File: src/hw/scsc_pkg.sv
package scsc_pkg;

  // Register bus addresses and field positions.
  localparam logic [7:0] SC1_ADDR     = 8'h38;
  localparam logic [7:0] SC2_ADDR     = 8'h39;
  localparam int         SC1_STOP_BIT = 7;
  localparam int         SC1_STOP_RELEASE_SELECT_BIT = 6;
  localparam int         SC1_ONE_BIT  = 4;
  localparam int         SC1_WUT_HI   = 3;
  localparam int         SC1_WUT_LO   = 2;
  localparam int         SC2_IDLE_BIT = 4;
  localparam logic [7:0] SC2_FIXED    = 8'h80;

  // Reset values of the control fields.
  localparam logic       STOP_RST = 1'b0;
  localparam logic       STOP_RELEASE_SELECT_RST = 1'b0;
  localparam logic       ONE_RST  = 1'b0;
  localparam logic [1:0] WUT_RST  = 2'h0;
  localparam logic       IDLE_RST = 1'b0;

  // Warm-up selection codes.
  localparam logic [1:0] WUT_LONG  = 2'h0;
  localparam logic [1:0] WUT_SHORT = 2'h1;

  // Timing: the clock is the high frequency clock itself.
  localparam int CLK_PERIOD_NS = 100;
  localparam int DIV_STAGES    = 21;
  localparam int PRE_MOD       = 3;
  localparam int WARM_W        = 18;

  // Machine cycle states, one clock each.
  localparam logic [1:0] ST_S0 = 2'h0;
  localparam logic [1:0] ST_S3 = 2'h3;
  localparam logic [1:0] PRE_LAST = 2'(PRE_MOD - 1);

  // Divider tap indices for the derived source clocks.
  localparam int TAP_TB  = 13;
  localparam int TAP_WDT = 15;
  localparam int TAP_TC0 = 1;
  localparam int TAP_RST = 17;
  localparam int TAP_TC_STEP = 2;

  typedef enum logic [3:0]
  {
    SCSC_NORMAL = 4'h1,
    SCSC_IDLE   = 4'h2,
    SCSC_STOP   = 4'h4,
    SCSC_WARM   = 4'h8
  } scsc_mode_e;

  // High when stage idx of the divider turns from low to high on a count.
  function automatic logic scsc_tap_rise(input logic [20:0] d,
                                         input int          idx);
    logic r;
    r = 1'b1;
    for (int i = 0; i < DIV_STAGES; i++)
    begin
      if (i < idx)
      begin
        r = r & d[i];
      end
    end
    return r & ~d[idx];
  endfunction : scsc_tap_rise

endpackage : scsc_pkg

File: src/hw/scsc_divider.sv
`timescale 1ns/1ps
module scsc_divider
  import scsc_pkg::*;
(
  input  wire logic        clk_in,
  input  wire logic        rstn_in,
  input  wire logic        run_in,
  input  wire logic        clear_in,
  input  wire logic        tick_in,
  output logic [20:0]      div_out,
  output logic             pre_tick_out
);

  logic [1:0]  pre_reg;
  logic [1:0]  pre_next;
  logic [20:0] div_reg;
  logic [20:0] div_next;

  // The prescaler is left alone by a stop release; only reset clears it.
  assign pre_next = (pre_reg == PRE_LAST) ? 2'h0 : pre_reg + 2'h1;
  // Stage one counts machine cycles, so stage seven sees fc over 256.
  assign div_next = clear_in ? 21'h0 :
                    (tick_in ? div_reg + 21'h1 : div_reg);

  always_ff @(posedge clk_in or negedge rstn_in)
  begin
    if (!rstn_in)
    begin
      pre_reg <= 2'h0;
      div_reg <= 21'h0;
    end
    else
    begin
      if (run_in)
      begin
        pre_reg <= pre_next;
      end
      div_reg <= div_next;
    end
  end

  assign div_out      = div_reg;
  assign pre_tick_out = run_in && (pre_reg == PRE_LAST);

endmodule : scsc_divider

File: src/hw/scsc_clock_ctrl.sv
// Chosen here: strobed register access and the address map.
`timescale 1ns/1ps
// Function
// Prescaler divides by three; a 21-stage divider counts machine cycles.
// Divider clears to zero at reset and on stop release.
// Seventh divider stage receives the clock divided by 256.
// Divider taps feed time base, watchdog, timers, warm-up and reset; here the warm-up counts on its own counter warm_reg instead.
// A machine cycle is four states, each one clock long.
// Instructions last one to fifteen machine cycles.
// One machine cycle equals four high frequency clock periods.
// Normal mode clocks core and peripherals from the fast clock.
// Idle stops core and watchdog clocks, peripherals keep running.
// Writing one to the idle bit enters idle mode.
// Any interrupt request returns idle to normal mode.
// With master enable set, the interrupt is taken on wake.
// With master enable clear, the next instruction resumes on wake.
// Stop bit set halts oscillator and all internal operation.
// Release select picks level-high or rising-edge stop release.
// The core clock restarts at state zero on a cycle boundary.
module scsc_clock_ctrl
  import scsc_pkg::*;
#(
  parameter int WARM_LONG_CYC  = 196608,
  parameter int WARM_SHORT_CYC = 65536
)
(
  input  wire logic        clk_in,
  input  wire logic        rstn_in,
  input  wire logic [7:0]  addr_in,
  input  wire logic [7:0]  wdata_in,
  input  wire logic        wr_in,
  input  wire logic        rd_in,
  output logic [7:0]       rdata_out,
  input  wire logic        irq_req_in,
  input  wire logic        ime_in,
  input  wire logic [3:0]  instr_len_in,
  input  wire logic        stop_pin_in,
  output logic             cpu_run_out,
  output logic [1:0]       cpu_state_out,
  output logic             instr_done_out,
  output logic             periph_run_out,
  output logic             wdt_run_out,
  output logic             osc_run_out,
  output logic             take_irq_out,
  output logic             resume_next_out,
  output logic             pre_tick_out,
  output logic             tb_src_out,
  output logic             wdt_src_out,
  output logic [3:0]       tc_src_out,
  output logic             reset_done_out
);

  scsc_mode_e       mode_reg;
  scsc_mode_e       mode_next;
  logic [1:0]       st_reg;
  logic             stop_reg;
  logic             stop_release_select_reg;
  logic             one_reg;
  logic [1:0]       wut_reg;
  logic             idle_reg;
  logic             wake_reg;
  logic             pin_prev_reg;
  logic [WARM_W-1:0] warm_reg;
  logic [3:0]       mc_left_reg;
  logic             mc_busy_reg;
  logic             done_reg;
  logic             take_reg;
  logic             resume_reg;
  logic             rst_done_reg;
  logic [7:0]       rdata_reg;
  logic [20:0]      div;
  logic             div_tick;

  // Register decode and the read image of both control registers.
  wire wr_sc1 = wr_in && (addr_in == SC1_ADDR);
  wire wr_sc2 = wr_in && (addr_in == SC2_ADDR);
  wire [7:0] sc1_img = {stop_reg, stop_release_select_reg, 1'b0, one_reg,
                        wut_reg, 2'h0};
  wire [7:0] sc2_img = SC2_FIXED | {3'h0, idle_reg, 4'h0};
  wire [7:0] rd_mux  = (addr_in == SC1_ADDR) ? sc1_img :
                       (addr_in == SC2_ADDR) ? sc2_img : 8'h00;

  // Mode decode and machine cycle boundary.
  wire is_normal = (mode_reg == SCSC_NORMAL);
  wire is_idle   = (mode_reg == SCSC_IDLE);
  wire is_stop   = (mode_reg == SCSC_STOP);
  wire at_s3     = (st_reg == ST_S3);
  wire at_s0     = (st_reg == ST_S0);

  // Stop release: level mode needs the pin high, edge mode a rising edge.
  wire pin_rise  = stop_pin_in && !pin_prev_reg;
  wire stop_rel  = is_stop && (stop_release_select_reg ? stop_pin_in : pin_rise);
  wire idle_go   = is_normal && !stop_reg && idle_reg && at_s3;
  // Waking only at S3 keeps the first restarted state a clean S0.
  wire idle_exit = is_idle && (wake_reg || irq_req_in) && at_s3;
  wire warm_end  = (mode_reg == SCSC_WARM) && (warm_reg == '0);
  wire cpu_start = cpu_run_out && at_s0 && !mc_busy_reg;
  wire [3:0] len_eff = (instr_len_in == 4'h0) ? 4'h1 : instr_len_in;

  // Warm-up length; the reserved codes fall back to the long count.
  wire [WARM_W-1:0] warm_load = (wut_reg == WUT_SHORT) ?
                                WARM_W'(WARM_SHORT_CYC - 1) :
                                WARM_W'(WARM_LONG_CYC - 1);

  // Next mode: stop takes precedence over an idle request.
  always_comb
  begin
    mode_next = mode_reg;
    case (mode_reg)
      SCSC_NORMAL:
        if (stop_reg)
          mode_next = SCSC_STOP;
        else if (idle_go)
          mode_next = SCSC_IDLE;
      SCSC_IDLE:
        if (idle_exit)
          mode_next = SCSC_NORMAL;
      SCSC_STOP:
        if (stop_rel)
          mode_next = SCSC_WARM;
      SCSC_WARM:
        if (warm_end)
          mode_next = SCSC_NORMAL;
      default:
        mode_next = SCSC_NORMAL;
    endcase
  end

  // Mode register and machine state counter.
  always_ff @(posedge clk_in or negedge rstn_in)
  begin
    if (!rstn_in)
    begin
      mode_reg <= SCSC_NORMAL;
      st_reg   <= ST_S0;
    end
    else
    begin
      mode_reg <= mode_next;
      if (stop_rel)
        st_reg <= ST_S0;
      else if (!is_stop)
        st_reg <= st_reg + 2'h1;
    end
  end

  // Control register fields; hardware clears stop and idle when done.
  always_ff @(posedge clk_in or negedge rstn_in)
  begin
    if (!rstn_in)
    begin
      stop_reg <= STOP_RST;
      stop_release_select_reg <= STOP_RELEASE_SELECT_RST;
      one_reg  <= ONE_RST;
      wut_reg  <= WUT_RST;
      idle_reg <= IDLE_RST;
    end
    else
    begin
      if (wr_sc1)
      begin
        stop_reg <= wdata_in[SC1_STOP_BIT];
        stop_release_select_reg <= wdata_in[SC1_STOP_RELEASE_SELECT_BIT];
        one_reg  <= wdata_in[SC1_ONE_BIT];
        wut_reg  <= wdata_in[SC1_WUT_HI:SC1_WUT_LO];
      end
      else if (warm_end)
        stop_reg <= 1'b0;
      if (wr_sc2)
      begin
        idle_reg <= wdata_in[SC2_IDLE_BIT];
      end
      else if (idle_exit)
        idle_reg <= 1'b0;
    end
  end

  // A request seen during idle is held so it is not lost before S3.
  always_ff @(posedge clk_in or negedge rstn_in)
  begin
    if (!rstn_in)
    begin
      wake_reg     <= 1'b0;
      pin_prev_reg <= 1'b0;
      warm_reg     <= '0;
    end
    else
    begin
      wake_reg     <= is_idle && !idle_exit && (wake_reg || irq_req_in);
      pin_prev_reg <= stop_pin_in;
      if (stop_rel)
      begin
        warm_reg <= warm_load;
      end
      else if (!warm_end && (mode_reg == SCSC_WARM))
      begin
        warm_reg <= warm_reg - WARM_W'(1);
      end
    end
  end

  // Instruction length counter in machine cycles.
  always_ff @(posedge clk_in or negedge rstn_in)
  begin
    if (!rstn_in)
    begin
      mc_left_reg <= 4'h0;
      mc_busy_reg <= 1'b0;
      done_reg    <= 1'b0;
    end
    else
    begin
      done_reg <= cpu_run_out && at_s3 && mc_busy_reg &&
                  (mc_left_reg == 4'h0);
      if (cpu_start)
      begin
        mc_left_reg <= len_eff - 4'h1;
        mc_busy_reg <= 1'b1;
      end
      else if (cpu_run_out && at_s3 && mc_busy_reg)
      begin
        if (mc_left_reg == 4'h0)
        begin
          mc_busy_reg <= 1'b0;
        end
        else
        begin
          mc_left_reg <= mc_left_reg - 4'h1;
        end
      end
    end
  end

  // Wake outcome pulses and read data, one cycle after their cause.
  always_ff @(posedge clk_in or negedge rstn_in)
  begin
    if (!rstn_in)
    begin
      take_reg     <= 1'b0;
      resume_reg   <= 1'b0;
      rst_done_reg <= 1'b0;
      rdata_reg    <= 8'h00;
    end
    else
    begin
      take_reg   <= idle_exit && ime_in;
      resume_reg <= idle_exit && !ime_in;
      if (div_tick && scsc_tap_rise(div, TAP_RST))
      begin
        rst_done_reg <= 1'b1;
      end
      rdata_reg <= rd_in ? rd_mux : 8'h00;
    end
  end

  // The divider advances once per machine cycle while the oscillator runs.
  assign div_tick = !is_stop && at_s3;

  scsc_divider scsc_divider_i
  (
    .clk_in       (clk_in),
    .rstn_in      (rstn_in),
    .run_in       (!is_stop),
    .clear_in     (stop_rel),
    .tick_in      (div_tick),
    .div_out      (div),
    .pre_tick_out (pre_tick_out)
  );

  // Source clocks for peripherals; the watchdog one stops outside normal.
  assign tb_src_out  = div_tick && scsc_tap_rise(div, TAP_TB);
  assign wdt_src_out = is_normal && div_tick &&
                       scsc_tap_rise(div, TAP_WDT);
  for (genvar g = 0; g < 4; g++)
  begin : g_tc
    assign tc_src_out[g] = periph_run_out && div_tick &&
                           scsc_tap_rise(div, TAP_TC0 + g * TAP_TC_STEP);
  end

  // Clock enables per mode.
  assign cpu_run_out     = is_normal;
  assign periph_run_out  = is_normal || is_idle;
  assign wdt_run_out     = is_normal;
  assign osc_run_out     = !is_stop;
  assign cpu_state_out   = st_reg;
  assign instr_done_out  = done_reg;
  assign take_irq_out    = take_reg;
  assign resume_next_out = resume_reg;
  assign reset_done_out  = rst_done_reg;
  assign rdata_out       = rdata_reg;
endmodule : scsc_clock_ctrl

File: config.mk
export PLATFORM = sky130hd
export DESIGN_NAME = scsc_clock_ctrl
export DESIGN_NICKNAME = d
export VERILOG_FILES = /design/src/hw/scsc_pkg.sv /design/src/hw/scsc_divider.sv /design/src/hw/scsc_clock_ctrl.sv
export SDC_FILE = /design/constraint.sdc
export NUM_CORES = 1
export LEC_CHECK = 0
export BUFFER_PORTS_ARGS = -buffer_cell sky130_fd_sc_hd__buf_4
export CELL_PAD_IN_SITES_DETAIL_PLACEMENT = 1
export CELL_PAD_IN_SITES_GLOBAL_PLACEMENT = 1
export CORE_AREA = 2 2 100 102
export CTS_CLUSTER_SIZE = 12
export DETAILED_ROUTE_END_ITERATION = 8
export DIE_AREA = 0 0 102 104
export MAX_ROUTING_LAYER = met4
export PLACE_DENSITY_LB_ADDON = 0.1
export SETUP_SLACK_MARGIN = 0.05
export SLEW_MARGIN = 40
export SYNTH_ARGS = -nofsm -noshare
export SYNTH_HDL_FRONTEND = slang
export SYNTH_SLANG_ARGS = --single-unit
File: constraint.sdc
create_clock -name clk_in -period 1.9 [get_ports clk_in]
set_input_delay 0.38 -clock clk_in [delete_from_list [all_inputs] [get_ports clk_in]]
set_output_delay 0.38 -clock clk_in [all_outputs]
set_load 0.005 [all_outputs]
==> impl_metrics.yaml, run 1 <==
synthesis:
  synth_cell_types: 60
  synth_top_family_by_area: "simple AND/OR/NAND/NOR gates"
  ys_seq_area_share_pct: 48.0
  synth_xor_area_share_pct: 4.83
  synth_compound_area_share_pct: 14.4
  synthTopCellsByArea: "dfrtp_1, nor2_1, nand2_1"
  netlist_area_um2: 3450
  synth_top_area_cell: "dfrtp_1"
  synth_cells: 340
  synth_ff_type: "dfrtp_1"
  synth-seq-cells: 66
  netlist.area_leader.share_pct: 47.2
  yosys_warnings: 0
  synth_edf_count: 0
  synth_mux_area_share_pct: 3.38
  yosys.area_share.simple_pct: 23.0
  yosys-top-cells-count: "dfrtp_1, nor2_1, nand2_1"
  synthAdderAreaFrac_pct: 2.54
  yosysMostFrequentCell: "dfrtp_1"
  syn_avg_cell_area_um2: 10.1
  synthArstFlopShare_pct: 100
global_routing:
  grt_pass1_wl_mm: 16.5
  grt_usage_pct: 20.3
  antenna_found_initial: 0
  overflow: 0
  grt_max_degree: 40
  grt_pass1_vias: 3341
setup_path:
  arrival_ns: 1.95
  crit_type: "reg2out"
  crit_path_end_kind: "output pin"
  required_ns: 1.52
  cp_max_fo: 3
  start_kind: "register"
pwr:
  switchingPower_mw: 1.85
  peakVddDrop_mv: 0.336
  leakage_nw: 2.25
  clockPowerShare_pct: 24.7
  p_per_area_nw_per_um2: 991
  p_int_mw: 3.37
  comb_power_share_pct: 37.3
  power_frac_seq_pct: 38.0
  sw_frac_of_total_pct: 35.4
cells_and_area:
  syn_to_final_growth_pct: 52.7
  drive_gt1_share_pct: 47.6
  fillers: 1083
  fin_nets: 504
  antennaDiodeCount: 0
  final_cells: 608
timing:
  hold_violations: 0
  timing.final.ws_setup_ns: -0.428
  max_freq_mhz: 430
  fin_crit_sh_pct: 123
  rsz0062_at_grt: "yes"
  worst_hold_slack_ns: 0.180
  setup_viol: 25
  tns_ns: -3.92
  fin_worst_skew_ns: 0.00900
  min_period_ns: 2.33
  finalMaxSlewViolations: 0
route:
  dr.pass1.iters: 4
  drc: 0
  avgRoutedWirePerCell_um: 16.5
  drt-total-wl_mm: 10.0
  drtIter0Drc: 80
  vias: 3047
  routed_via_density: 5.01
  drtAntennaViolNets: 0
outcome:
  violations: "negative setup slack"
  outcome: "finished with violations"
clock_network:
  h-tree-depth: 3
  numCtsBuffers: 9
  clockBufferDepth: 2
  cts_sinks: 66
  clk_pin_slew_ns: 0.08
  cts_root_buf: "clkbuf_8"
  cts_tree: "built"
  clk_latency_ns: 0.35
floorplanning:
  rows: 36
  core_area_um2: 9550
  die_width_um: 102
  die_y_um: 104
  start_util_pct: 36.1
  die_area_um2: 10600
  io_pins: 52
place:
  dp_hpwl_mm: 6.61
  io_buffers: 45
  numPlacedInstances: 566
  place_congestion: 0.805
worst_hold_path:
  hold_class: "in2reg"
job:
  maxCapViolations: 0
kinds of logic (layout without fill, tap and decap cells):
| kind of cell | after synthesis | after routing |
|---|---|---|
| AND/OR/NAND/NOR | 148 | 148 |
| flip-flops | 66 | 66 |
| AO/OA/AOI/OAI | 61 | 61 |
| buffers and inverters | 27 | 160 |
| XOR/XNOR | 19 | 19 |
| multiplexers | 11 | 11 |
| adder cells (fa/ha/maj) | 7 | 7 |
| other | 1 | 3 |
cell type report:
| cell class | count | area, µm² | area share (%) |
|---|---|---|---|
| clock buffers | 10 | 138 | 2.62 |
| clock inverters | 6 | 72.6 | 1.38 |
| inverters | 15 | 61.3 | 1.17 |
| multi-input cells | 249 | 2050 | 39.0 |
| flip-flops and latches | 66 | 1650 | 31.4 |
| well taps | 133 | 166 | 3.16 |
| repair buffers | 129 | 1120 | 21.3 |
power groups by stage:
stage               Clock (mW)  Sequential (mW)  Combinational (mW)
global route              1.38             2.02                2.14
global placement             0             1.98                1.51
detailed placement           0             2.00                1.58
CTS                       1.31             1.98                1.72
floorplan                    0             1.99               0.849
finish                    1.29             1.98                1.94
worst max-delay path: stages, from the launching register on:
cell     delay [ns]
dfstp_2        0.58
nor4b_4        0.06
inv_2          0.07
nand2_4        0.05
or4_4          0.55
nor4_4         0.14
buf_4          0.14
what timing repair did:
| action | 4_1_cts | 5_1_grt |
|---|---|---|
| endpoints found under the setup margin | 38 | 48 |
| buffers inserted | 13 | 15 |
| gates cloned | 2 | 0 |
| hold buffers | 1 | 0 |
| gates resized for setup | 52 | 45 |
| endpoints found under the hold margin | 27 | 0 |
| pin swaps | 37 | 31 |
stage by stage:
| stage | cell area [µm²] | worst slack [ns] | power [mW] | utilization, % |
|---|---|---|---|---|
| global placement | 4410 | -0.154 | 3.49 | 46.2 |
| floorplan | 3520 | -0.112 | 2.84 | - |
| detailed placement | 4410 | -0.161 | 3.57 | 46.2 |
| CTS | 5020 | -0.444 | 5.01 | 52.6 |
| global route | 5260 | -0.519 | 5.55 | 55.1 |
| finish | 5260 | -0.428 | 5.21 | 55.1 |
final timing paths:
| check | from | end | slack, ns | depth (start not counted) |
|---|---|---|---|---|
| max in group asynchronous | rstn_in | mode_reg[0] | 0.76 | 3 |
| min | ime_in | resume_next_out | 0.18 | 2 |
| max reg2reg | mode_reg[0] | mc_left_reg[2] | -0.21 | 11 |
| min reg2reg | one_reg | one_reg | 0.48 | 2 |
| min in group asynchronous | rstn_in | scsc_divider_i.div_out[9] | 0.50 | 2 |
| max | mode_reg[0] | wdt_src_out | -0.43 | 6 |
layout by cell type, fill, tap and decap left out, drive strengths merged, types with 3 or more instances in the layout:
cell type and count:
xor2 7, nor4 7, buf 128, o21ai 14
nor2 41, a21oi 9, nand4 6, or2 5
ha 7, o31ai 5, a31oi 5, or3b 3
nor3 9, nand3b 3, nand3 13, o211ai 3
mux2i 6, a2111oi 4, and2 4, nand2b 6
dfrtp 65, clkbuf 10, conb 3, and4 3
a211oi 9, or4 5, xnor2 12, mux2 5
nand2 34, inv 17
layer usage:
| metal | wire length, µm | global-route usage, % | up-vias |
|---|---|---|---|
| li1 | - | - | 1464 |
| met1 | 4570 | 25.6 | 1538 |
| met2 | 5170 | 33.9 | 32 |
| met3 | 167 | 2.69 | 13 |
| met4 | 115 | 6.00 | 0 |
| met5 | 0 | - | - |
No activity file was read; power rests on OpenSTA's default activity.
==> run 2: changes to the inputs <==
--- a/config.mk
+++ b/config.mk
@@ -13,7 +13,7 @@
 export DETAILED_ROUTE_END_ITERATION = 8
 export DIE_AREA = 0 0 102 104
 export MAX_ROUTING_LAYER = met4
-export PLACE_DENSITY_LB_ADDON = 0.1
+export PLACE_DENSITY = 0.66
 export SETUP_SLACK_MARGIN = 0.05
 export SLEW_MARGIN = 40
 export SYNTH_ARGS = -nofsm -noshare
==> constraint.sdc (replaced) <==
create_clock -name clk_in -period 2.6 [get_ports clk_in]
set_input_delay 0.52 -clock clk_in [delete_from_list [all_inputs] [get_ports clk_in]]
set_output_delay 0.52 -clock clk_in [all_outputs]
set_load 0.005 [all_outputs]
==> run 2 against run 1 <==
The flow now finishes without violations. Hold slack worse by 0.017 ns. Wire length is 18% lower. Cell area shrank 19%. Largest cell class unchanged. Core utilization down 10 points. Clock skew decreased by 0.0012 ns. Largest power group unchanged. Critical path depth fell by 1. First-iteration DRC count up 16%. Sequential cell count unchanged. Critical endpoint unchanged. Register-to-register slack improved by 0.52 ns. Global-route usage down 2.8 points. Sequential share of layout area rose by 7.2 points.
==> impl_metrics.yaml, run 2 (synthesis gave the netlist of run 1 again) <==
timing:
  rsz0062_at_grt: "yes"
  fin_crit_sh_pct: 98.1
  fin_worst_skew_ns: 0.00776
  min_period_ns: 2.55
  worstMarginPinSlew_ns: 0.625
  setup_viol: 0
  relSlewSlack_pct: 58.3
  worst_hold_slack_ns: 0.163
  max_freq_mhz: 392
  hold_violations: 0
  finalMaxSlewViolations: 0
pwr:
  leakage_nw: 1.80
  peakVddDrop_mv: 0.289
  p_per_area_nw_per_um2: 791
setup_path:
  start_kind: "register"
  worst_path_largest_cell_delay_ns: 0.59
  reg2reg_slack_ns: 0.31
  reg2reg_depth: 7
  required_ns: 2.08
  crit_type: "reg2out"
  crit_chain: "and4_4 > nand3_1 > or4_4 > nor4_4 > buf_4"
  cp_max_fo: 4
  crit_path_end_kind: "output pin"
  arrival_ns: 2.03
  worstReg2RegEnd: "warm_reg[13]"
  crit_family: "simple AND/OR/NAND/NOR gates"
  crit_slowest_cell: "or4_4"
  crit_buf_inv: 1
  crit-reg2reg-launch: "warm_reg[0]"
cells_and_area:
  syn_to_final_growth_pct: 24.2
  drive_gt1_share_pct: 25.8
  fin_nets: 440
  final_cell_mix: "dfrtp_1, buf_4, nor2_1"
  layout_commonest_cell: "dfrtp_1"
  antennaDiodeCount: 0
  fillers: 1131
  final_core_util_pct: 44.8
route:
  drc: 0
  drtIter0Drc: 93
  routed_via_density: 5.13
  drtAntennaViolNets: 0
  drt-total-wl_mm: 8.19
  dr.pass1.iters: 4
  vias: 2791
  avgRoutedWirePerCell_um: 15.1
floorplanning:
  start_util_pct: 36.1
  die_area_um2: 10600
  rows: 36
  die_width_um: 102
  io_pins: 52
  core_area_um2: 9550
  die_y_um: 104
clock_network:
  clk_latency_ns: 0.33
  clk_pin_slew_ns: 0.07
  cts_root_buf: "clkbuf_8"
  clockBufferDepth: 2
  numCtsBuffers: 9
  h-tree-depth: 3
  cts_sinks: 66
  postCtsHoldBufs: 0
  cts_tree: "built"
place:
  dp_hpwl_mm: 5.98
  io_buffers: 45
  place_congestion: 0.777
global_routing:
  grt_usage_pct: 17.5
  grt_max_degree: 67
  antenna_found_initial: 0
  grt_pass1_vias: 2944
  overflow: 0
  grt_pass1_wl_mm: 14.6
worst_hold_path:
  hold_class: "in2async"
outcome:
  outcome: "finished, final reports clean"
job:
  maxCapViolations: 0
## run 2: what timing repair did
action                                  4_1_cts  5_1_grt
resized for setup                             4        0
endpoints found under the setup margin        2        1
setup buffers                                 3        3
## run 2: worst max path at each step
| stage | depth (start not counted) | slack [ns] | start | endpoint |
|---|---|---|---|---|
| CTS | 5 | 0.03 | scsc_divider_i.div_out[9] | wdt_src_out |
| floorplan | 5 | 0.26 | mode_reg[0] | wdt_src_out |
| detailed placement | 5 | 0.21 | scsc_divider_i.div_out[6] | wdt_src_out |
| global placement | 5 | 0.23 | scsc_divider_i.div_out[7] | wdt_src_out |
| global route | 5 | -0.04 | scsc_divider_i.div_out[8] | wdt_src_out |
| finish | 5 | 0.05 | scsc_divider_i.div_out[8] | wdt_src_out |
## run 2: worst reg2reg max path, stage by stage, from the launching register on
cell and delay [ns]:
dfrtp_1 0.41, inv_1 0.07, ha_1 0.18, or3b_2 0.53, or2_4 0.31, o211ai_4 0.25, nor3_1 0.08, or3b_1 0.34
## run 2: where the power goes
part           switching, mW  total, mW  internal [mW]
combinational          0.475      0.942          0.467
clock                  0.404      0.968          0.564
sequential             0.227       1.48           1.25
## run 2: layout make-up
type                    instances  area (µm²)  share of cell area [%]
flip-flops and latches         66        1650                    38.6
well taps                     133         166                    3.89
repair buffers                 65         492                    11.5
clock buffers                  11         141                    3.30
clock inverters                 5        77.6                    1.81
inverters                      15        56.3                    1.32
multi-input cells             249        1690                    39.6
## run 2: stage by stage
step	worst slack (ns)	TNS, ns	area, µm²	power [mW]	cells
after floorplan	0.255	0	3450	2.03	342
after detailed placement	0.206	0	3990	2.37	522
final	0.0500	0	4280	3.39	544
after global routing	-0.0400	-0.0400	4280	3.63	544
after CTS	0.0254	0	4260	3.40	541
after global placement	0.226	0	3990	2.31	522
## run 2: per-layer routing
metal  vias to the layer above  part of all wire [%]  global-route usage, %
met1                      1417                    45                   22.9
met5                         -                     0                      -
li1                       1340                     -                      -
met2                        25                    52                   28.1
met4                         0                  0.88                   5.43
met3                         9                   1.9                   2.49
==> run 3: changes to the inputs <==
--- a/config.mk
+++ b/config.mk
@@ -6,6 +6,7 @@
 export NUM_CORES = 1
 export LEC_CHECK = 0
 export BUFFER_PORTS_ARGS = -buffer_cell sky130_fd_sc_hd__buf_4
+export CAP_MARGIN = 20
 export CELL_PAD_IN_SITES_DETAIL_PLACEMENT = 1
 export CELL_PAD_IN_SITES_GLOBAL_PLACEMENT = 1
 export CORE_AREA = 2 2 100 102
==> constraint.sdc (replaced) <==
create_clock -name clk_in -period 3.1 [get_ports clk_in]
set_input_delay 0.155 -clock clk_in [delete_from_list [all_inputs] [get_ports clk_in]]
set_output_delay 0.155 -clock clk_in [all_outputs]
set_load 0.005 [all_outputs]
==> run 3 against run 2 <==
Sequential power is 16% lower. Cell area is 2.8% lower. Clock skew is 0.0015 ns lower. Count of clock-buffer cells in the layout is 2 lower. Sequential share of layout area is 1.1 points higher. Non-clock buffer count is 11 lower.
==> impl_metrics.yaml, run 3 (synthesis gave the netlist of run 1 again) <==
timing:
  worstMarginPinSlew_ns: 0.609
  max_freq_mhz: 388
  fin_worst_skew_ns: 0.00629
  setup_viol: 0
  relSlewSlack_pct: 59.4
  rsz0062_at_grt: "no"
  min_period_ns: 2.58
  tns_ns: 0
  finalMaxSlewViolations: 0
  hold_violations: 0
  fin_crit_sh_pct: 83.1
cells_and_area:
  antennaDiodeCount: 0
  syn_to_final_growth_pct: 20.7
  final_core_util_pct: 43.5
  fin_nets: 429
  drive_gt1_share_pct: 22.5
  layout_commonest_cell: "dfrtp_1"
  final_cell_mix: "dfrtp_1, buf_4, nor2_1"
  final_cells: 533
clock_network:
  clockBufferDepth: 2
  cts_sinks: 66
  cts_tree: "built"
  postCtsSetupBuffers: 0
  numCtsBuffers: 9
  postCtsHoldBufs: 3
  clk_latency_ns: 0.35
  h-tree-depth: 3
  cts_resized: 0
  clk_pin_slew_ns: 0.08
  cts_root_buf: "clkbuf_8"
route:
  drtIter0Drc: 66
  drc: 0
  vias: 2713
  dr.pass1.iters: 6
  drt-total-wl_mm: 8.09
  routed_via_density: 5.09
  avgRoutedWirePerCell_um: 15.2
  drtAntennaViolNets: 0
floorplanning:
  core_area_um2: 9550
  io_pins: 52
  rows: 36
  die_width_um: 102
  start_util_pct: 36.1
  die_y_um: 104
  die_area_um2: 10600
pwr:
  p_per_area_nw_per_um2: 644
  leakage_nw: 1.72
  peakVddDrop_mv: 0.193
place:
  dp_hpwl_mm: 5.81
  io_buffers: 45
  place_congestion: 0.790
  numPlacedInstances: 514
setup_path:
  required_ns: 2.94
  crit_type: "reg2out"
  cp_max_fo: 9
  arrival_ns: 2.42
  crit_path_end_kind: "output pin"
  start_kind: "register"
global_routing:
  antenna_found_initial: 0
  grt_pass1_vias: 2858
  grt_usage_pct: 17.1
  grt_max_degree: 67
  grt_pass1_wl_mm: 14.0
  overflow: 0
job:
  maxCapViolations: 0
outcome:
  outcome: "finished, final reports clean"
worst_hold_path:
  hold_class: "in2reg"
-- run 3: critical path, stage by stage (launching register included) --
cell	delay, ns
dfstp_2	0.61
nor4b_4	0.10
inv_1	0.19
nand2_2	0.08
or4_1	0.61
nor4_1	0.31
buf_4	0.17
-- run 3: final timing paths --
kind	endpoint	startpoint	slack (ns)	depth (start not counted)
setup / recovery	wdt_src_out	mode_reg[0]	0.52	6
hold / removal	wut_reg[1]	wdata_in[3]	0.03	2
setup reg to reg	warm_reg[13]	warm_reg[0]	0.80	7
hold reg to reg	reset_done_out	reset_done_out	0.47	2
max in group asynchronous	scsc_divider_i.div_out[8]	rstn_in	2.32	2
min in group asynchronous	resume_next_out	rstn_in	0.35	2
-- run 3: layout make-up --
type | count | area [µm²]
sequential | 66 | 1650
clock buffer | 9 | 124
timing repair buffer | 54 | 417
multi-input combinational | 249 | 1670
inverter | 15 | 56.3
fill | 1110 | 5390
clock inverter | 7 | 70.1
tap | 133 | 166
-- run 3: power by group --
part	leakage, nW	internal, mW	switching, mW
registers	0.775	1.05	0.207
clock network	0.0873	0.368	0.364
logic	0.862	0.334	0.355
total	1.72	1.75	0.927
-- run 3: stage by stage --
step                      power, mW  setup slack [ns]  hold slack (ns)  area [µm²]
final                          2.68             0.522           0.0332        4160
after global routing           2.89             0.436           0.0283        4160
after CTS                      2.72             0.535           0.0187        4160
after detailed placement       1.97             0.781            0.204        3930
after global placement         1.93             0.818            0.304        3930
after floorplan                1.70             0.977           -0.141        3450
-- run 3: layer usage --
metal	track usage (%)	vias to the layer above	routed length (µm)
li1	-	1323	-
met1	22.4	1349	3920
met2	26.3	28	3860
met3	2.69	13	171
met4	7.43	0	142
met5	-	-	0
